`src/shared/seewp_pkg.sv`:
```
// constants, encodings and states of the serial eeprom word port
// assumes a 40 MHz core clock that samples every input pin of the serial link
package seewp_pkg;
    // ----------------------------------------------------------------
    // clock and timing
    // ----------------------------------------------------------------
    localparam int CLK_PERIOD_NS = 25;
    localparam int PROG_TIME_3V_MS = 15;
    localparam int PROG_TIME_5V_MS = 10;
    // longest time: rounded down
    localparam int PROG_CYC_3V = PROG_TIME_3V_MS * 1000000 / CLK_PERIOD_NS;
    localparam int PROG_CYC_5V = PROG_TIME_5V_MS * 1000000 / CLK_PERIOD_NS;
    localparam int BUSY_MAX_NS = 1000;
    localparam int BUSY_CYC = BUSY_MAX_NS / CLK_PERIOD_NS;
    // obligations of the host, kept for the bench
    localparam int DESELECT_MIN_TIME_NS = 1000;
    localparam int POLL_SCK_LOW_NS = 500;

    // ----------------------------------------------------------------
    // frame layout
    // ----------------------------------------------------------------
    localparam int ADDR_W = 7;
    localparam int WORD_W = 16;
    localparam int WORDS = 128;
    localparam int PCNT_W = 20;
    localparam logic [3:0] START_PAT = 4'ha;
    localparam logic [3:0] OP_READ = 4'h8;
    localparam logic [3:0] OP_WRITE = 4'h4;
    localparam logic [3:0] OP_ALLOW = 4'h3;
    localparam logic [3:0] OP_FORBID = 4'h0;
    localparam logic [4:0] OP_LAST = 5'h03;
    localparam logic [4:0] ADDR_LAST = 5'h07;
    localparam logic [4:0] DATA_LAST = 5'h0f;
    localparam logic [WORD_W-1:0] ERASED = 16'hffff;

    // ----------------------------------------------------------------
    // pin synchroniser lanes
    // ----------------------------------------------------------------
    localparam int LN_SEL = 0;
    localparam int LN_SCK = 1;
    localparam int LN_SI = 2;
    localparam int LN_WG = 3;
    localparam logic [3:0] SYNC_RST = 4'h9;

    typedef enum logic [2:0] {
        st_hunt,
        st_op,
        st_addr,
        st_data,
        st_read,
        st_done
    } seewp_state_t;
endpackage : seewp_pkg

```
`src/shared/seewp_store_if.sv`:
```
// read and write ports between the frame logic and the word store
// assumes both ends sit on the same core clock
`timescale 1ns/1ps
interface seewp_store_if;
    logic [6:0]  rd_addr;
    logic [15:0] rd_data;
    logic        wr_en;
    logic [6:0]  wr_addr;
    logic [15:0] wr_data;

    modport core  (output rd_addr, input rd_data,
                   output wr_en, output wr_addr, output wr_data);
    modport store (input rd_addr, output rd_data,
                   input wr_en, input wr_addr, input wr_data);
endinterface : seewp_store_if

```
`src/logic/seewp_word_store.sv`:
```
// word array of the eeprom, held in flip-flops
// assumes one write at most per clock, issued by the frame logic
`timescale 1ns/1ps
module seewp_word_store (
    // clock and reset
    input wire logic        clk,
    input wire logic        rst_b,
    // access port
    seewp_store_if.store    st
);
    logic [15:0] word_reg [seewp_pkg::WORDS];

    // ----------------------------------------------------------------
    // storage, one flop row per word
    // ----------------------------------------------------------------
    for (genvar i = 0; i < seewp_pkg::WORDS; i++) begin : g_word
        always_ff @(posedge clk or negedge rst_b) begin
            if (!rst_b) begin
                word_reg[i] <= seewp_pkg::ERASED;
            end else if (st.wr_en && st.wr_addr == 7'(i)) begin
                word_reg[i] <= st.wr_data;
            end
        end
    end

    assign st.rd_data = word_reg[st.rd_addr];
endmodule : seewp_word_store

```
`src/logic/seewp_core.sv`:
```
// serial eeprom word port: frame decode, write latch, program timer
// assumes the link pins are asynchronous to clk and the serial clock
// is far slower than clk, so every pin edge is seen by sampling
`timescale 1ns/1ps
// Contract
// - sample serial input on clock rise; change serial output on fall
// - frame is 1010 start, four-bit opcode, seven address bits, dummy
// - write carries sixteen data bits after address; exactly those taken
// - bits before a 1010 start pattern are ignored
// - opcode 1000 reads, 0100 writes, both with word address
// - opcode 0011 sets write latch, 0000 clears it; address ignored
// - read loads addressed word and shifts it out; nothing else drives data
// - write starts programming once last data bit lands on edge 32
// - ready/busy low within 1 us of edge 32, high after finishing
// - select low while programming shows busy on serial output
// - deselect floats output; after programming it shows high until SI rises
// - write guard high blocks writes and leaves device ready
// - write guard change during programming aborts the write
// - write guard has no effect on read, allow or forbid
// - write latch clear after reset; writes refused until allowed
// - write latch stays set over many writes until forbid
// - clearing write latch does not touch reads
// - internal timer times programming, 15 ms or 10 ms maximum
// - store holds 128 words of 16 bits, one per address
module seewp_core #(
    parameter int PROG_CYCLES = seewp_pkg::PROG_CYC_5V
) (
    // clock and reset
    input  wire logic clk,
    input  wire logic rst_b,
    // serial link pins
    input  wire logic sel_n_pin,
    input  wire logic sck_pin,
    input  wire logic si_pin,
    output logic      so_o,
    output logic      so_oe_n,
    // write guard and status
    input  wire logic write_guard_n,
    output logic      ready_busy
);
    localparam int busy_win = seewp_pkg::BUSY_CYC;

    seewp_store_if st ();

    seewp_word_store u_store (
        .clk   (clk),
        .rst_b (rst_b),
        .st    (st.store)
    );

    // ----------------------------------------------------------------
    // pin synchronisers and edge finders
    // ----------------------------------------------------------------
    logic [3:0] meta_reg;
    logic [3:0] sync_reg;
    logic [3:0] prev_reg;

    always_ff @(posedge clk or negedge rst_b) begin
        if (!rst_b) begin
            meta_reg <= seewp_pkg::SYNC_RST;
            sync_reg <= seewp_pkg::SYNC_RST;
            prev_reg <= seewp_pkg::SYNC_RST;
        end else begin
            meta_reg <= {write_guard_n, si_pin, sck_pin, sel_n_pin};
            sync_reg <= meta_reg;
            prev_reg <= sync_reg;
        end
    end

    logic sel_n_s;
    logic si_s;
    logic wg_s;
    logic sck_rise;
    logic sck_fall;
    logic si_rise;
    assign sel_n_s = sync_reg[seewp_pkg::LN_SEL];
    assign si_s = sync_reg[seewp_pkg::LN_SI];
    assign wg_s = sync_reg[seewp_pkg::LN_WG];
    assign sck_rise = sync_reg[seewp_pkg::LN_SCK]
                    & ~prev_reg[seewp_pkg::LN_SCK];
    assign sck_fall = ~sync_reg[seewp_pkg::LN_SCK]
                    & prev_reg[seewp_pkg::LN_SCK];
    assign si_rise = si_s & ~prev_reg[seewp_pkg::LN_SI];

    // ----------------------------------------------------------------
    // frame decoder
    // ----------------------------------------------------------------
    seewp_pkg::seewp_state_t state_reg;
    logic [3:0]  pat_reg;
    logic [4:0]  cnt_reg;
    logic [15:0] sh_reg;
    logic [3:0]  op_reg;
    logic [6:0]  addr_reg;
    logic [15:0] out_sh_reg;
    logic        wen_reg;
    logic        prog_busy_reg;

    function automatic logic op_is(input logic [3:0] op,
                                   input logic [3:0] code);
        op_is = (op == code);
    endfunction : op_is

    logic live;
    logic addr_done;
    logic data_done;
    logic allow_hit;
    logic forbid_hit;
    logic prog_start;
    logic [15:0] wdata;
    // a busy device or a dropped select sends decoding back to hunt
    assign live = ~sel_n_s & ~prog_busy_reg;
    assign addr_done = live & sck_rise & (state_reg == seewp_pkg::st_addr)
                     & (cnt_reg == seewp_pkg::ADDR_LAST);
    assign data_done = live & sck_rise & (state_reg == seewp_pkg::st_data)
                     & (cnt_reg == seewp_pkg::DATA_LAST);
    assign allow_hit = addr_done & op_is(op_reg, seewp_pkg::OP_ALLOW);
    assign forbid_hit = addr_done & op_is(op_reg, seewp_pkg::OP_FORBID);
    assign wdata = {sh_reg[14:0], si_s};
    // guard and latch only gate the write itself
    assign prog_start = data_done & wen_reg & ~wg_s;
    assign st.rd_addr = sh_reg[6:0];

    always_ff @(posedge clk or negedge rst_b) begin
        if (!rst_b) begin
            state_reg <= seewp_pkg::st_hunt;
            pat_reg <= 4'h0;
            cnt_reg <= 5'h00;
            sh_reg <= 16'h0000;
            op_reg <= 4'h0;
            addr_reg <= 7'h00;
            out_sh_reg <= 16'h0000;
        end else if (!live) begin
            state_reg <= seewp_pkg::st_hunt;
            pat_reg <= 4'h0;
            cnt_reg <= 5'h00;
        end else if (sck_rise) begin
            sh_reg <= {sh_reg[14:0], si_s};
            cnt_reg <= cnt_reg + 5'h01;
            unique case (state_reg)
                seewp_pkg::st_hunt: begin
                    pat_reg <= {pat_reg[2:0], si_s};
                    cnt_reg <= 5'h00;
                    if ({pat_reg[2:0], si_s} == seewp_pkg::START_PAT) begin
                        state_reg <= seewp_pkg::st_op;
                    end
                end
                seewp_pkg::st_op: begin
                    if (cnt_reg == seewp_pkg::OP_LAST) begin
                        op_reg <= {sh_reg[2:0], si_s};
                        cnt_reg <= 5'h00;
                        state_reg <= seewp_pkg::st_addr;
                    end
                end
                seewp_pkg::st_addr: begin
                    if (cnt_reg == seewp_pkg::ADDR_LAST) begin
                        // seven address bits, the dummy bit dropped
                        addr_reg <= sh_reg[6:0];
                        cnt_reg <= 5'h00;
                        state_reg <= seewp_pkg::st_done;
                        if (op_is(op_reg, seewp_pkg::OP_READ)) begin
                            out_sh_reg <= st.rd_data;
                            state_reg <= seewp_pkg::st_read;
                        end
                        if (op_is(op_reg, seewp_pkg::OP_WRITE)) begin
                            state_reg <= seewp_pkg::st_data;
                        end
                    end
                end
                seewp_pkg::st_data: begin
                    if (cnt_reg == seewp_pkg::DATA_LAST) begin
                        // further bits before deselect are not taken
                        state_reg <= seewp_pkg::st_done;
                    end
                end
                seewp_pkg::st_read: begin
                    cnt_reg <= 5'h00;
                end
                seewp_pkg::st_done: begin
                    cnt_reg <= 5'h00;
                end
            endcase
        end else if (sck_fall && state_reg == seewp_pkg::st_read) begin
            out_sh_reg <= {out_sh_reg[14:0], 1'b0};
        end
    end

    // ----------------------------------------------------------------
    // write enable latch
    // ----------------------------------------------------------------
    always_ff @(posedge clk or negedge rst_b) begin
        if (!rst_b) begin
            wen_reg <= 1'b0;
        end else if (allow_hit) begin
            wen_reg <= 1'b1;
        end else if (forbid_hit) begin
            wen_reg <= 1'b0;
        end
    end

    // ----------------------------------------------------------------
    // self-timed programming
    // ----------------------------------------------------------------
    logic [19:0] pcnt_reg;
    logic [6:0]  paddr_reg;
    logic [15:0] pdata_reg;
    logic        pwg_reg;
    logic        prog_end;
    logic        prog_abort;
    logic        prog_stop_reg;
    logic        done_hold_reg;
    assign prog_end = prog_busy_reg
                    & (pcnt_reg == 20'(PROG_CYCLES - 1));
    assign prog_abort = prog_busy_reg & (wg_s != pwg_reg);

    always_ff @(posedge clk or negedge rst_b) begin
        if (!rst_b) begin
            prog_busy_reg <= 1'b0;
            pcnt_reg <= 20'h00000;
            paddr_reg <= 7'h00;
            pdata_reg <= 16'h0000;
            pwg_reg <= 1'b1;
            prog_stop_reg <= 1'b0;
        end else begin
            prog_stop_reg <= prog_end | prog_abort;
            if (prog_start) begin
                prog_busy_reg <= 1'b1;
                pcnt_reg <= 20'h00000;
                paddr_reg <= addr_reg;
                pdata_reg <= wdata;
                pwg_reg <= wg_s;
            end else if (prog_end || prog_abort) begin
                prog_busy_reg <= 1'b0;
            end else if (prog_busy_reg) begin
                pcnt_reg <= pcnt_reg + 20'h00001;
            end
        end
    end

    // the word is erased at the start; an aborted write leaves it erased
    assign st.wr_en = prog_start | prog_end | prog_abort;
    assign st.wr_addr = prog_start ? addr_reg : paddr_reg;
    assign st.wr_data = prog_end ? pdata_reg : seewp_pkg::ERASED;

    always_ff @(posedge clk or negedge rst_b) begin
        if (!rst_b) begin
            ready_busy <= 1'b1;
        end else begin
            ready_busy <= ~(prog_busy_reg | prog_start);
        end
    end

    // ----------------------------------------------------------------
    // serial output driver
    // ----------------------------------------------------------------
    logic rd_drive_reg;
    always_ff @(posedge clk or negedge rst_b) begin
        if (!rst_b) begin
            done_hold_reg <= 1'b0;
        end else if (prog_stop_reg) begin
            done_hold_reg <= 1'b1;
        end else if (si_rise) begin
            done_hold_reg <= 1'b0;
        end
    end

    always_ff @(posedge clk or negedge rst_b) begin
        if (!rst_b) begin
            rd_drive_reg <= 1'b0;
            so_o <= 1'b1;
            so_oe_n <= 1'b1;
        end else if (prog_busy_reg && !sel_n_s) begin
            so_o <= 1'b0;
            so_oe_n <= 1'b0;
            rd_drive_reg <= 1'b0;
        end else if (done_hold_reg) begin
            so_o <= 1'b1;
            so_oe_n <= 1'b0;
            rd_drive_reg <= 1'b0;
        end else if (live && state_reg == seewp_pkg::st_read) begin
            if (sck_fall) begin
                so_o <= out_sh_reg[15];
                rd_drive_reg <= 1'b1;
            end
            so_oe_n <= ~(rd_drive_reg | sck_fall);
        end else begin
            so_oe_n <= 1'b1;
            rd_drive_reg <= 1'b0;
        end
    end
endmodule : seewp_core

```
`config.mk`:
```
export PLATFORM = sky130hd
export DESIGN_NAME = seewp_core
export DESIGN_NICKNAME = d
export VERILOG_FILES = /design/src/shared/seewp_pkg.sv /design/src/shared/seewp_store_if.sv /design/src/logic/seewp_word_store.sv /design/src/logic/seewp_core.sv
export SDC_FILE = /design/constraint.sdc
export NUM_CORES = 2
export LEC_CHECK = 0
export BUFFER_PORTS_ARGS = -buffer_cell sky130_fd_sc_hd__buf_2
export CAP_MARGIN = 15
export CORE_MARGIN = 2
export CORE_UTILIZATION = 55
export DETAILED_ROUTE_END_ITERATION = 8
export GPL_TIMING_DRIVEN = 0
export PLACE_DENSITY = 0.74
export SLEW_MARGIN = 20
export SYNTH_ARGS = -nofsm -noshare
export SYNTH_HDL_FRONTEND = slang
export SYNTH_SLANG_ARGS = --single-unit
```
`constraint.sdc`:
```
create_clock -name clk -period 5.1 [get_ports clk]
set_clock_uncertainty 0.15 [all_clocks]
set_input_delay 0.51 -clock clk [delete_from_list [all_inputs] [get_ports clk]]
set_output_delay 0.51 -clock clk [all_outputs]
set_load 0.005 [all_outputs]
```
* Word-level counts from Yosys, hierarchy flattened
Index checks and enable logic that the tools add are counted.
W data, S select, Z words.
** Word-level totals
- Word-level logic and storage cells :: 534
- Register bits :: 2164
- Input bits :: 6
** Cells by class
- $lt $le $gt $ge :: 1
- Reductions and logical operators :: 152
- Equal/unequal tests :: 153
- Add/subtract/negate cells :: 2
- Mux-type cells :: 47
- Bitwise logic cells :: 29
** Operator list (count)
- $eq A7 B7 Y1 const B :: 64
- $eq A7 B6 Y1 const B :: 32
- $logic_and A1 B1 Y1 :: 131
- $mux W16 :: 8
- $bmux W16 S7 :: 1
- $eq A7 B5 Y1 const B :: 16
- $mux W20 :: 3
- $eq A7 B4 Y1 const B :: 8
- $mux W3 :: 10
- $eq A7 B3 Y1 const B :: 4
- $add A20 B1 Y20 const B :: 1
- $eq A20 B19 Y1 const B :: 1
- $mux W5 :: 4
- $mux W1 :: 18
- $and A1 B1 Y1 :: 15
- $pmux W5 S3 :: 1
- $eq A7 B2 Y1 const B :: 2
- $pmux W3 S4 :: 1
- $reduce_bool A2 Y1 :: 5
- $eq A4 B4 Y1 const B :: 2
- $ge A8 B8 Y1 const B :: 1
- $ne A2 B1 Y1 const B :: 4
- $not A1 Y1 :: 8
- $not A7 Y8 :: 1
- other kinds (29) :: 43

* Longest topological paths before layout
- Depth in word-level cells :: 10
- Depth in mapped cells :: 13
- Gate-level depth less buffers :: 9

* Hierarchy
From an unflattened synthesis, not the netlist that was laid out.
** Unflattened totals
- Cell total of the unflattened synthesis :: 6018
- Area, all modules :: 100287.4 µm²
** By module, submodules not included
- seewp_word_store :: instances 1, area an instance 95059.9 µm², cells an instance 5499, sequential area each 53811.6 µm²
- seewp_core :: instances 1, area an instance 5227.5 µm², cells an instance 519, sequential area each 2887.8 µm²

* Worst setup path before layout
OpenSTA, ideal clock, no wires.
- Kind :: register to register
- Start :: reg prog_busy_reg
- End :: reg u_store.word_reg[1000] in the netlist's numbering
- Cell stages (with the launch flop) :: 11
- Setup time :: 82 ps
- Path slack :: 1763 ps
- Arrival time :: 3104 ps
- Path through :: dfrtp_1 buf_2 or4b_1 buf_2 nor3_2 or3b_1 buf_1 buf_4 a21oi_4 buf_12 mux2_4
** On the way
- Word-level cells in the longest chain between the ends :: 10
- Elaborated cells between the ends (all ways) :: 15
- Classes of those cells :: eq/ne (1); mux (2); bitwise (11); reduce/logical (1)
** RTL lines
- from (decl) :: line seewp_core.sv:96 : logic prog_busy_reg;
- from (signal assigned) :: line seewp_core.sv:217 : prog_busy_reg <= 1'b0;
- from (signal assigned) :: line seewp_core.sv:226 : prog_busy_reg <= 1'b1;
- from (signal assigned) :: line seewp_core.sv:232 : prog_busy_reg <= 1'b0;
- $not A1 Y1 :: line seewp_core.sv:111 : assign live = ~sel_n_s & ~prog_busy_reg;
- $and A1 B1 Y1 :: line seewp_core.sv:111
- $and A1 B1 Y1 (2 in series) :: line seewp_core.sv:114 : assign data_done = live & sck_rise & (state_reg == seewp_pkg::st_data)
- $and A1 B1 Y1 :: line seewp_core.sv:115 : & (cnt_reg == seewp_pkg::DATA_LAST);
- $and A1 B1 Y1 (2 in series) :: line seewp_core.sv:120 : assign prog_start = data_done & wen_reg & ~wg_s;
- $mux W7 or $or A1 B1 Y1 (tied branches) :: line seewp_core.sv:241, seewp_core.sv:240
- $eq A7 B7 Y1 or $or A1 B1 Y1 (tied branches) :: line seewp_word_store.sv:20, seewp_core.sv:240
- $logic_and A1 B1 Y1 :: line seewp_word_store.sv:20 : end else if (st.wr_en && st.wr_addr == 7'(i)) begin
- to (signal, indexed assignment) :: line seewp_word_store.sv:19 : word_reg[i] <= seewp_pkg::ERASED;
- to (signal, indexed assignment) :: line seewp_word_store.sv:21 : word_reg[i] <= st.wr_data;
- to (decl) :: line seewp_word_store.sv:11 : logic [15:0] word_reg [seewp_pkg::WORDS];
Several ways; a longest one is shown, not always the timed one.
A chain may end at the register's enable or synchronous reset.

* Worst setup path in the final report
- Start :: reg sh_reg[1]
- End :: reg out_sh_reg[8]
** On the way
- Word-level cells in the longest chain between the ends :: 8
** RTL lines
- from (decl) :: line seewp_core.sv:91 : logic [15:0] sh_reg;
- from (signal assigned) :: line seewp_core.sv:137 : sh_reg <= {sh_reg[14:0], si_s};
- $not A7 Y8 (implied by the code) :: line seewp_word_store.sv:26 : assign st.rd_data = word_reg[st.rd_addr];
- $bmux W16 S7 :: line seewp_word_store.sv:26
- $mux W16 (implied by the code) (2 in series) :: line seewp_word_store.sv:26
- $mux W16 :: line seewp_core.sv:160 : if (op_is(op_reg, seewp_pkg::OP_READ)) begin
- $mux W16 :: line seewp_core.sv:155 : if (cnt_reg == seewp_pkg::ADDR_LAST) begin
- $mux W16 :: line seewp_core.sv:139 : unique case (state_reg)
- $mux W16 :: line seewp_core.sv:136 : end else if (sck_rise) begin
- to (signal assigned) :: line seewp_core.sv:161 : out_sh_reg <= st.rd_data;
- to (signal assigned) :: line seewp_core.sv:183 : out_sh_reg <= {out_sh_reg[14:0], 1'b0};
- to (decl) :: line seewp_core.sv:94 : logic [15:0] out_sh_reg;
No other way between the ends. The select of a mux whose other input is x is not followed.

==> metrics.md <==
| Metric | Value |
|---|---|
| Status | `finished, violations left` |
| Failing checks | `setup timing` |
| Worst Tran Pin Value | `~1400 ps` |
| Max-cap check violation count | `0` |
| Final Hold Fails | `0` |
| Global route overflow | `0` |
| Avg WL per Cell | `39.68 um` |
| Startpoint type of the worst setup path | `flop` |
| H-tree levels | `4` |
| Slew Limit Fails | `0` |
| Final TNS setup | `-954.6 ps` |
| Worst path required time | `~5700 ps` |
| Largest register FFs | `just over 2000` |
| Yosys top cell area share | `0.5216` |
| Via count | `approximately 65000` |
| Worst R2R Start | `sh_reg[1]$_DFFE_PN0N_` |
| Worst VDD drop | `~0.38 mV` |
| Number of cells produced by synthesis | `about 6600` |
| Pwr dens | `between 300 and 400 nW/um^2` |
| Final wirelength | `about 380 mm` |
| Worst r2r path cells | `10` |
| WHS Path Cells | `2` |
| Final setup fails | `8` |
| Pin count of the biggest net entering global routing | `around 150` |
| Ranking of synthesized cells by area | `dfstp_2 (52%), mux2_2 (19%), mux4_2 (9.4%)` |
| FP Rows | `approximately 160` |
| Die width | `~440 um` |
| Pre-CTS WS | `-1336 ps` |
| Worst hold slack | `approximately 110 ps` |
| Critical path type | `reg -> reg` |
| Via density per instance | `just under 7` |
| Crit path time final | `between 5000 and 6000 ps` |
| RSZ-0062 raised after global routing | `false` |
| Cell Area, Synth | `103600 um^2` |
| I/O pins | `9` |
| Crit path capture | `out_sh_reg[8]$_DFFE_PN0P_` |
| Clk sink count | `around 2200` |
| Global-route wire length before repair | `between 500 and 600 mm` |
| Area growth from synthesis to layout | `11.76%` |
| PnR Total Power | `between 30 and 40 mW` |
| Post-synth EDFFs | `0` |
| Post-detail-place hpwl | `277.1 mm` |
| Worst-path clk slew | `60 ps` |
| Layout Nets | `between 6000 and 7000` |
| Async SR Flop Fraction | `1.000` |
| CTS Buf Count | `around 220` |
| Slew headroom | `0.08787` |
| Initial core utilization | `0.5527` |
| Pleak | `approximately 46 nW` |
| Number of global-route vias before repair | `about 66000` |
| Post-layout util | `0.6177` |
| CTS Root Cell | `clkbuf_16` |
| Warning count from the yosys run | `0` |
| Final worst setup slack | `-226.7 ps` |
| CP endpoint kind | `flop` |
| Clock Latency Late Sink | `900 ps` |
| FF+latch count, synth | `roughly 2200` |
| Mapped Nets | `6631` |
| Drt pass-1 iters | `5` |
| DP Cell Count | `9174` |
| Crit path from | `sh_reg[1]$_DFFE_PN0N_` |
| Die Height | `between 400 and 500 um` |
| Total core area | `187400 um^2` |
| Clk buf depth | `3` |
| Die area | `around 190000 um^2` |
| Final worst path period share | `1.044` |
| Total GRT Usage | `0.3968` |
| Critical path arrival | `5960 ps` |
| Cell variety after synth | `63` |
| Fin cells | `around 9600` |
| Drt first-iter violations | `between 7000 and 8000` |
| Reg2reg end | `out_sh_reg[8]$_DFFE_PN0P_` |
| Placed cell areas | `108100 um^2` |
| Layout cells sized above 1 | `0.7642` |
| R2R Setup Slk | `-230 ps` |
| Initial antenna violation count | `28` |
| Critical path peak fanout | `10` |
| Synth Flop Type | `dfstp_2` |
| Synth Area per Inst | `between 15 and 20 um^2` |
| GPL Wtd Cong | `1.025` |
| PortBufs | `8` |
| Peak Freq | `around 190 MHz` |
| Sequential fraction of the synthesis area | `0.5474` |
| Yosys top cell by area | `dfstp_2` |
| CTS tree | `done` |
| Fin area | `around 120000 um^2` |
| Worst Hold Class | `in -> reg` |
| Residual DRC count | `0` |
| Post-DRT Antenna Nets | `0` |
| Fill count | `between 10000 and 15000` |
[kinds of logic after synthesis]
group                      count (synthesis)  share of synthesized area
buffers and inverters                    618                    0.02996
adders and majority gates                  3                  0.0003624
and+or+nand+nor                          540                    0.02568
muxes                                   2835                     0.3619
xor gates and xnor gates                  19                   0.001607
AOI/OAI and AO/OA                        444                    0.03304
DFF                                     2163                     0.5474
[worst max-delay path: stages (launching register included)]
cell      delay, ps
dfrtp_1         420
clkbuf_1        650
clkbuf_2        650
clkbuf_2        360
buf_12          220
clkbuf_1        860
mux4_2          440
mux2i_1         720
a22oi_1         350
nand3_1         190
o22ai_1         100
[Yosys cell counts, types with 4 or more instances]
cell type	n
nand3_1	36
nor4b_1	4
or3_1	33
nor2b_1	10
nor2_1	122
and2_1	5
a22oi_1	41
nor4_1	9
buf_2	169
o22a_1	8
nand2_1	143
buf_4	7
a21o_1	8
mux2_1	9
a211oi_1	16
dfstp_2	2056
a21oi_2	96
a21oi_4	32
xnor2_1	17
a21oi_1	36
and3_1	41
buf_1	46
nor3b_1	5
o22ai_1	125
a31oi_1	9
or3b_2	5
mux4_2	431
a2111oi_0	12
o21ai_0	40
o221ai_1	4
dfrtp_1	107
mux2_2	1764
nand3b_1	11
buf_12	33
inv_1	13
o31ai_1	9
nand4_1	13
nand2b_1	6
clkbuf_1	347
mux2i_1	331
nor3_1	78
mux2_4	300
[final cells by class]
class / instances / area, um^2 / share of cell area
clock inverter: 61 / 735.7 / 0.006356
clock buffer: 346 / 6724 / 0.05809
multi-input combinational: 3841 / 43890 / 0.3792
antenna: 18 / 45.04 / 0.0003891
timing repair buffer: 62 / 1295 / 0.01119
inverter: 14 / 52.55 / 0.0004540
buffer: 596 / 3188 / 0.02754
sequential: 2163 / 56700 / 0.4898
tap: 2495 / 3122 / 0.02697
[cell usage in the layout, fill, tap and decap left out, types with 10 or more instances in the layout]
cell / instances
a22oi_1: 40
mux2_2: 1764
xnor2_1: 17
a211oi_1: 16
o21ai_0: 38
mux2i_1: 331
buf_2: 174
a2111oi_0: 12
nand3_1: 35
or3_1: 33
buf_4: 28
clkinv_2: 36
and3_1: 41
nand4_1: 13
buf_1: 16
mux4_2: 431
nor2b_1: 10
dfstp_2: 2056
nor3_1: 68
dfrtp_1: 107
o22ai_1: 125
nand2_1: 143
clkbuf_8: 66
a21oi_1: 36
nor3_2: 12
a21oi_4: 32
nand3b_1: 11
buf_16: 31
buf_12: 50
inv_1: 13
nor2_1: 122
clkbuf_2: 63
clkbuf_1: 341
clkbuf_16: 224
mux2_4: 300
diode_2: 18
a21oi_2: 96
[power by group]
part	switching (mW)	leakage (nW)	internal [mW]
registers	0.0233	22.7	17.3
clock network	7.22	3.69	9.50
logic	3.58	19.5	1.19
total	10.8	45.8	28.0
[worst min path at each step]
stage,start,endpoint,slack [ps]
after floorplan,rst_b,addr_reg[0]$_DFFE_PN0P_,60
after global placement,meta_reg[2]$_DFF_PN0_,sync_reg[2]$_DFF_PN0_,190
after detailed placement,meta_reg[1]$_DFF_PN0_,sync_reg[1]$_DFF_PN0_,190
after CTS,si_pin,meta_reg[2]$_DFF_PN0_,70
after global routing,sck_pin,meta_reg[1]$_DFF_PN0_,120
final,write_guard_n,meta_reg[3]$_DFF_PN1_,110
[per-layer routing]
metal | routed length, um | track usage | part of all wire
met5 | 310 | 0.008437 | 0.00081
met4 | 30860 | 0.2743 | 0.081
met3 | 41120 | 0.1336 | 0.11
met2 | 163800 | 0.5680 | 0.43
met1 | 144700 | 0.5088 | 0.38
[repair_timing]
action / CTS / global route
gates cloned: 0 / 0
endpoints found under the hold margin: 77 / 0
resized for setup: 40 / 11
setup buffers: 0 / 0
hold buffers: 5 / 0
setup endpoints to repair: 15 / 11
(Power assumes the default switching activity.)
